[src/coepu_pkg.sv]
// Constants for the compare output enhanced PWM unit
package coepu_pkg;

    // Register indices on the plain register port
    localparam logic [3:0] ADDR_CTRL  = 4'h0;
    localparam logic [3:0] ADDR_MODE  = 4'h1;
    localparam logic [3:0] ADDR_FORCE = 4'h2;
    localparam logic [3:0] ADDR_HIGH  = 4'h3;
    localparam logic [3:0] ADDR_CMPA  = 4'h4;
    localparam logic [3:0] ADDR_CMPB  = 4'h5;
    localparam logic [3:0] ADDR_CMPD  = 4'h6;
    localparam logic [3:0] ADDR_TOP   = 4'h7;
    localparam logic [3:0] ADDR_DEAD  = 4'h8;
    localparam logic [3:0] ADDR_STAT  = 4'h9;

    // Bit positions in control_register_e
    localparam int CTRL_PWM  = 0;
    localparam int CTRL_ENH  = 1;
    localparam int CTRL_LOCK = 2;

    // Field positions in the dead-time register
    localparam int DEAD_RISE_LSB = 0;
    localparam int DEAD_FALL_LSB = 4;

    // Encodings of output_mode_field
    localparam logic [1:0] OM_NONE   = 2'h0;
    localparam logic [1:0] OM_TOGGLE = 2'h1;
    localparam logic [1:0] OM_CLEAR  = 2'h2;
    localparam logic [1:0] OM_SET    = 2'h3;

    // Reset values
    localparam logic [10:0] CMP_RST  = 11'h000;
    localparam logic [9:0]  TOP_RST  = 10'h000;
    localparam logic [3:0]  DEAD_RST = 4'h0;

    // Number of compare channels with accuracy bit (A, B, D)
    localparam int CH_N = 3;

endpackage

[src/coepu_unit.sv]
// Compare output stage with enhanced accuracy bit, dead time and update lock
module coepu_unit (
    // Clock, reset, enable
    input  wire logic        sys_clk,
    input  wire logic        rst,
    input  wire logic        clk_en,
    // Register port
    input  wire logic [3:0]  reg_addr,
    input  wire logic [7:0]  reg_wdata,
    input  wire logic        reg_wr,
    input  wire logic        reg_rd,
    output logic      [7:0]  reg_rdata,
    // Timer counter side
    input  wire logic [9:0]  counter_value,
    input  wire logic        timer_tick,
    input  wire logic        cycle_end,
    output logic      [9:0]  period_top_value,
    // Port logic side
    input  wire logic [2:0]  port_value,
    input  wire logic [2:0]  port_value_n,
    input  wire logic [5:0]  pin_direction_bit,
    // Pin pairs
    output logic      [2:0]  pin_true_o,
    output logic      [2:0]  pin_true_oe,
    output logic      [2:0]  pin_comp_o,
    output logic      [2:0]  pin_comp_oe,
    // Observed state
    output logic      [2:0]  compare_output_signal,
    output logic      [2:0]  waveform_output
);

    typedef struct packed {
        logic             pwm;
        logic             enh;
        logic             lock;
        logic [2:0][1:0]  omode;
        logic [2:0]       high;
        logic [2:0][10:0] buf_v;
        logic [2:0][10:0] act_v;
        logic [9:0]       top_buf;
        logic [9:0]       top_act;
        logic [3:0]       dt_rise;
        logic [3:0]       dt_fall;
        logic [2:0]       wave;
        logic [2:0]       wave_d;
        logic [2:0]       half;
        logic [2:0][3:0]  dt_cnt;
        logic [2:0]       oc;
        logic [2:0]       oc_n;
        logic [7:0]       rdata;
        logic [2:0]       pin_t;
        logic [2:0]       pin_t_oe;
        logic [2:0]       pin_c;
        logic [2:0]       pin_c_oe;
    } coepu_state_t;

    coepu_state_t state_ff;
    coepu_state_t nxt_state;

    always_comb begin
        logic [9:0] cmpv;
        logic       hit;
        logic       frc;
        logic       fire;
        logic       compl;
        logic [3:0] dtv;
        logic [1:0] ch;
        cmpv  = 10'h000;
        hit   = 1'b0;
        frc   = 1'b0;
        fire  = 1'b0;
        compl = 1'b0;
        dtv   = 4'h0;
        ch    = reg_addr[1:0];
        nxt_state = state_ff;
        nxt_state.rdata = 8'h00;

        // Register writes
        if (reg_wr) begin
            case (reg_addr)
                coepu_pkg::ADDR_CTRL: begin
                    nxt_state.pwm  = reg_wdata[coepu_pkg::CTRL_PWM];
                    nxt_state.enh  = reg_wdata[coepu_pkg::CTRL_ENH];
                    nxt_state.lock = reg_wdata[coepu_pkg::CTRL_LOCK];
                end
                coepu_pkg::ADDR_MODE: begin
                    nxt_state.omode = reg_wdata[5:0];
                end
                coepu_pkg::ADDR_HIGH: begin
                    nxt_state.high = reg_wdata[2:0];
                end
                coepu_pkg::ADDR_CMPA, coepu_pkg::ADDR_CMPB, coepu_pkg::ADDR_CMPD: begin
                    // Buffer overwritten each time, last write wins under lock
                    if (state_ff.enh)
                        nxt_state.buf_v[ch] = {state_ff.high, reg_wdata};
                    else
                        nxt_state.buf_v[ch] = {1'b0, state_ff.high[1:0], reg_wdata};
                end
                coepu_pkg::ADDR_TOP: begin
                    // Period never carries the accuracy bit
                    nxt_state.top_buf = {state_ff.high[1:0], reg_wdata};
                end
                coepu_pkg::ADDR_DEAD: begin
                    nxt_state.dt_rise = reg_wdata[coepu_pkg::DEAD_RISE_LSB +: 4];
                    nxt_state.dt_fall = reg_wdata[coepu_pkg::DEAD_FALL_LSB +: 4];
                end
                default: begin
                end
            endcase
        end

        // Register reads, data stand in the following cycle
        if (reg_rd) begin
            case (reg_addr)
                coepu_pkg::ADDR_CTRL: begin
                    nxt_state.rdata = {5'h00, state_ff.lock, state_ff.enh, state_ff.pwm};
                end
                coepu_pkg::ADDR_MODE: begin
                    nxt_state.rdata = {2'h0, state_ff.omode};
                end
                coepu_pkg::ADDR_HIGH: begin
                    nxt_state.rdata = {5'h00, state_ff.high};
                end
                coepu_pkg::ADDR_CMPA, coepu_pkg::ADDR_CMPB, coepu_pkg::ADDR_CMPD: begin
                    // Most recent written value; high part lands in the temp
                    nxt_state.rdata = state_ff.buf_v[ch][7:0];
                    nxt_state.high  = state_ff.buf_v[ch][10:8];
                end
                coepu_pkg::ADDR_TOP: begin
                    nxt_state.rdata = state_ff.top_buf[7:0];
                    nxt_state.high  = {1'b0, state_ff.top_buf[9:8]};
                end
                coepu_pkg::ADDR_DEAD: begin
                    nxt_state.rdata = {state_ff.dt_fall, state_ff.dt_rise};
                end
                coepu_pkg::ADDR_STAT: begin
                    nxt_state.rdata = {2'h0, state_ff.wave, state_ff.oc};
                end
                default: begin
                    nxt_state.rdata = 8'h00;
                end
            endcase
        end

        // Buffered values reach the comparators together at cycle end
        // In normal mode double buffering is off, so transfer is immediate
        if (!state_ff.lock && (!state_ff.pwm || cycle_end)) begin
            nxt_state.act_v   = state_ff.buf_v;
            nxt_state.top_act = state_ff.top_buf;
        end

        for (int i = 0; i < coepu_pkg::CH_N; i++) begin
            // Comparator, enhanced mode drops the accuracy bit off the value
            cmpv = state_ff.enh ? state_ff.act_v[i][10:1] : state_ff.act_v[i][9:0];
            hit  = timer_tick && (counter_value == cmpv);
            // Force touches only the waveform: no flag, no counter effect
            frc  = reg_wr && (reg_addr == coepu_pkg::ADDR_FORCE) && reg_wdata[i]
                   && !state_ff.pwm;
            // Accuracy bit 1 moves the match to the following half step
            nxt_state.half[i] = hit && state_ff.enh && state_ff.act_v[i][0];
            fire = frc || state_ff.half[i]
                   || (hit && !(state_ff.enh && state_ff.act_v[i][0]));

            // Waveform generator, mode read at the match itself
            if (state_ff.pwm && cycle_end && state_ff.omode[i] != coepu_pkg::OM_NONE)
                nxt_state.wave[i] = (state_ff.omode[i] != coepu_pkg::OM_SET);
            if (fire) begin
                case (state_ff.omode[i])
                    coepu_pkg::OM_TOGGLE: nxt_state.wave[i] = state_ff.pwm ? 1'b0
                                                              : ~state_ff.wave[i];
                    coepu_pkg::OM_CLEAR:  nxt_state.wave[i] = 1'b0;
                    coepu_pkg::OM_SET:    nxt_state.wave[i] = 1'b1;
                    default: begin
                        nxt_state.wave[i] = state_ff.wave[i];
                    end
                endcase
            end

            // Dead-time stage
            compl = state_ff.pwm && (state_ff.omode[i] == coepu_pkg::OM_TOGGLE);
            dtv   = state_ff.wave[i] ? state_ff.dt_rise : state_ff.dt_fall;
            nxt_state.wave_d[i] = state_ff.wave[i];
            if (compl) begin
                if (state_ff.wave[i] != state_ff.wave_d[i] && dtv != 4'h0) begin
                    // Both sides low while the gap runs
                    nxt_state.oc[i]     = 1'b0;
                    nxt_state.oc_n[i]   = 1'b0;
                    nxt_state.dt_cnt[i] = dtv - 4'h1;
                end else if (state_ff.wave[i] != state_ff.wave_d[i]) begin
                    nxt_state.oc[i]   = state_ff.wave[i];
                    nxt_state.oc_n[i] = ~state_ff.wave[i];
                end else if (state_ff.dt_cnt[i] != 4'h0) begin
                    nxt_state.dt_cnt[i] = state_ff.dt_cnt[i] - 4'h1;
                end else begin
                    nxt_state.oc[i]   = state_ff.wave_d[i];
                    nxt_state.oc_n[i] = ~state_ff.wave_d[i];
                end
            end else begin
                // Plain synchroniser, one clock behind the waveform
                nxt_state.oc[i]     = state_ff.wave[i];
                nxt_state.oc_n[i]   = ~state_ff.wave[i];
                nxt_state.dt_cnt[i] = 4'h0;
            end

            // Pin override; direction stays with the port logic
            nxt_state.pin_t[i] = (state_ff.omode[i] != coepu_pkg::OM_NONE)
                                 ? state_ff.oc[i] : port_value[i];
            nxt_state.pin_c[i] = compl ? state_ff.oc_n[i] : port_value_n[i];
            // State evolves even with direction set to input
            nxt_state.pin_t_oe[i] = pin_direction_bit[i];
            nxt_state.pin_c_oe[i] = pin_direction_bit[i + 3];
        end
    end

    always_ff @(posedge sys_clk or posedge rst) begin
        if (rst) begin
            state_ff <= '0;
        end else if (clk_en) begin
            state_ff <= nxt_state;
        end
    end

    assign reg_rdata             = state_ff.rdata;
    assign period_top_value      = state_ff.top_act;
    assign pin_true_o            = state_ff.pin_t;
    assign pin_true_oe           = state_ff.pin_t_oe;
    assign pin_comp_o            = state_ff.pin_c;
    assign pin_comp_oe           = state_ff.pin_c_oe;
    assign compare_output_signal = state_ff.oc;
    assign waveform_output       = state_ff.wave;

endmodule // coepu_unit

[config.mk]
export PLATFORM = sky130hd
export DESIGN_NAME = coepu_unit
export DESIGN_NICKNAME = d
export VERILOG_FILES = /design/src/coepu_pkg.sv /design/src/coepu_unit.sv
export SDC_FILE = /design/constraint.sdc
export NUM_CORES = 1
export LEC_CHECK = 0
export BUFFER_PORTS_ARGS = -buffer_cell sky130_fd_sc_hd__buf_2
export CAP_MARGIN = 30
export CORE_MARGIN = 2
export CORE_UTILIZATION = 45
export CTS_CLUSTER_DIAMETER = 80
export CTS_CLUSTER_SIZE = 8
export DETAILED_ROUTE_END_ITERATION = 10
export GPL_TIMING_DRIVEN = 1
export PLACE_DENSITY = 0.67
export SLEW_MARGIN = 20
export SYNTH_ARGS = -nofsm -noshare
export SYNTH_HDL_FRONTEND = slang
export SYNTH_SLANG_ARGS = --single-unit
[constraint.sdc]
create_clock -name sys_clk -period 6.5 [get_ports sys_clk]
set_clock_uncertainty 0.15 [all_clocks]
set_input_delay 1.3 -clock sys_clk [delete_from_list [all_inputs] [get_ports sys_clk]]
set_output_delay 1.3 -clock sys_clk [all_outputs]
set_load 0.1 [all_outputs]
==> results.yml <==
run_status:
  status: "finished clean"
sta:
  worst_pin_slew_ns: 0.781
  slew_violations: 0
  fin_tns_setup_ns: 0
  hold_viol: 0
  min_period_over_period: 0.487
  finalHoldWorstSlack_ns: 0.332
  fmax_mhz: 316
  relSlewSlack: 0.475
  period_needed_ns: 3.16
  rsz0062_at_grt: "false"
  finalSetupViolCount: 0
synth:
  netlist_top_cells_count: "dfrtp_1, mux2_2, mux2i_1"
  synth_area_um2: 8640
  ys.flop_type: "dfrtp_1"
  netlist.area_leader.share: 0.443
  synth_top_cell_by_area: "dfrtp_1"
  synth_cell_types: 57
  synth_area_leaders: "dfrtp_1, mux2_2, mux2i_1"
  synth.yosys.seq_area_share: 0.443
  synth_seq_cells: 153
  synth_nets: 844
  synthArstFlopShare: 1.00
  synth.yosys.warnings: 0
  syn_avg_cell_area_um2: 11.0
  synthCells: 788
  synth_edf_count: 0
  synth.most_common_cell: "dfrtp_1"
place:
  dpl.hpwl_mm: 14.4
  gp_congestion: 0.867
  io_buffers: 76
drt:
  vias: 6030
  routed_wl_mm: 20.6
  vias_per_cell: 5.70
  ant_nets: 0
  drtIter0Drc: 453
  avgRoutedWirePerCell_um: 19.4
  drcViolationCount: 0
  firstDrtPassIters: 5
pwr:
  p_leak_nw: 4.29
  switching_share: 0.383
  irDropWorstVdd_v: 0.000254
  p_clk_frac: 0.286
  powerDensity_nw_per_um2: 388
  p_switching_mw: 1.42
  combPwrFrac: 0.333
  seqPwrFrac: 0.381
  p_int_mw: 2.28
clock_network:
  cts-root-buf: "clkbuf_16"
  postCtsSetupBuffers: 0
  cts.sinks: 153
  cts_buffers: 17
  h-tree-depth: 4
  tritoncts: "built"
  clock_path_buffers: 2
  cts.hold.buffers_added: 0
  clkTransAtPathRegs_ns: 0.06
  clk_latency_ns: 0.43
  cts_resized: 0
die:
  num_rows: 50
  pin_count: 77
  die_area_um2: 20300
  core_area_um2: 18800
  dieWidth_um: 143
  start_util: 0.460
  die_h_um: 143
finish:
  seqCellArea_um2: 3830
  fillerInstances: 1668
  fin_nets: 865
  drive_above_1_share: 0.298
  multi_input_area_um2: 4250
  syn_to_final_growth_pct: 10.3
min_path:
  hold_path.class: "register to register"
global_route:
  grt_pass1_vias: 5805
  grtUsageTotal: 0.215
  overflow: 0
  antenna_found_initial: 1
  grt_first_pass_wirelength_mm: 33.5
  grt_max_degree: 101
run:
  maxCapViolCount: 0
setup_path:
  arrival_ns: 3.33
  cp_max_fo: 45
  cp.required_ns: 6.66
  path_class: "input pin to register"
  max_stage_delay_ns: 0.58
  crit_slowest_cell: "clkinv_1"
  cp-start-kind: "input pin"
  path_cells: "buf_2 -> clkinv_1 -> a211o_1 -> buf_4 -> mux2_2"
  worstSetupEndpointType: "register"
==> registers in the layout, indices dropped and copies added (netlist names), named ones only <==
| name | count |
|---|---|
| state_ff | 114 |
| period_top_value | 10 |
| reg_rdata | 8 |
| compare_output_signal | 3 |
| pin_comp_o | 3 |
| pin_comp_oe | 3 |
| pin_true_o | 3 |
| pin_true_oe | 3 |
| waveform_output | 3 |
==> critical path, delay by kind of cell <==
kind | cells | cell delay, ns
compound gates | 1 | 0.46
buf+inv | 3 | 1.18
mux | 1 | 0.35
==> cells by family (layout without fill, tap and decap cells) <==
kind of cell | Yosys count | count (layout) | synth area share
adders and majority gates | 15 | 15 | 0.0217
muxes | 175 | 175 | 0.231
AOI/OAI and AO/OA | 136 | 136 | 0.104
DFF | 153 | 153 | 0.443
buffers and inverters | 100 | 134 | 0.0661
and+or+nand+nor | 171 | 171 | 0.0948
other | 0 | 1 | 0
xor gates and xnor gates | 38 | 38 | 0.0385
==> final cells by class <==
class,count,share of cell area
Timing Repair Buffer,82,0.0467
Clock buffer,20,0.0458
Sequential cell,153,0.402
Antenna cell,1,0.000263
Inverter,20,0.00840
Clock inverter,12,0.0201
Multi-Input combinational cell,535,0.446
Tap cell,234,0.0307
==> routing by layer <==
layer	GRT usage	routed length, µm
met1	0.318	9920
met2	0.314	8950
met3	0.0548	1360
met4	0.0594	330
met5	0	0
==> power by group through the flow <==
stage               combinational, mW  clock [mW]  sequential [mW]
floorplan                        1.14           0             1.30
global placement                 1.20           0             1.41
detailed placement               1.22           0             1.42
CTS                              1.23        1.08             1.40
global route                     1.34        1.12             1.44
finish                           1.23        1.06             1.41
==> layout by cell type, fill, tap and decap left out, drive strengths merged, types with 2 or more instances in the layout <==
cell type / count
bufinv: 4
nand2: 48
a21oi: 31
clkinv: 5
o21bai: 4
a31oi: 2
a211oi: 8
o2bb2ai: 8
nor2b: 10
ha: 15
o211ai: 2
nand3: 19
nand4: 4
xor2: 30
o21ai: 38
xnor2: 8
or3: 2
nor3: 8
dfrtp: 153
o22ai: 3
mux4: 8
o31ai: 17
mux2: 115
inv: 22
nand2b: 4
clkbuf: 20
nor3b: 2
buf: 82
a32oi: 2
nand3b: 3
o31a: 9
o21a: 3
nor2: 50
and3: 2
and2: 5
mux2i: 52
nor4: 11
==> stage by stage <==
stage	power [mW]	instances	worst slack (ns)	instance area [µm²]	util
global route	3.90	1056	3.13	9530	0.508
global placement	2.62	1023	2.93	8860	0.472
detailed placement	2.64	1023	2.92	8870	0.473
floorplan	2.44	788	0.929	8640	-
finish	3.70	1057	3.34	9530	0.508
CTS	3.71	1055	3.37	9500	0.506
==> worst paths after layout <==
path	depth (start not counted)	end	start	slack, ns
worst max-delay path	5	state_ff[81]	clk_en	3.34
worst min register to register	2	state_ff[85]	state_ff[85]	0.33
max in group asynchronous	3	state_ff[42]	rst	4.58
worst max register to register	10	state_ff[28]	waveform_output[0]	3.44
min in group asynchronous	2	state_ff[142]	rst	0.65
worst min-delay path	2	state_ff[85]	state_ff[85]	0.33
(Power assumes the default switching activity.)
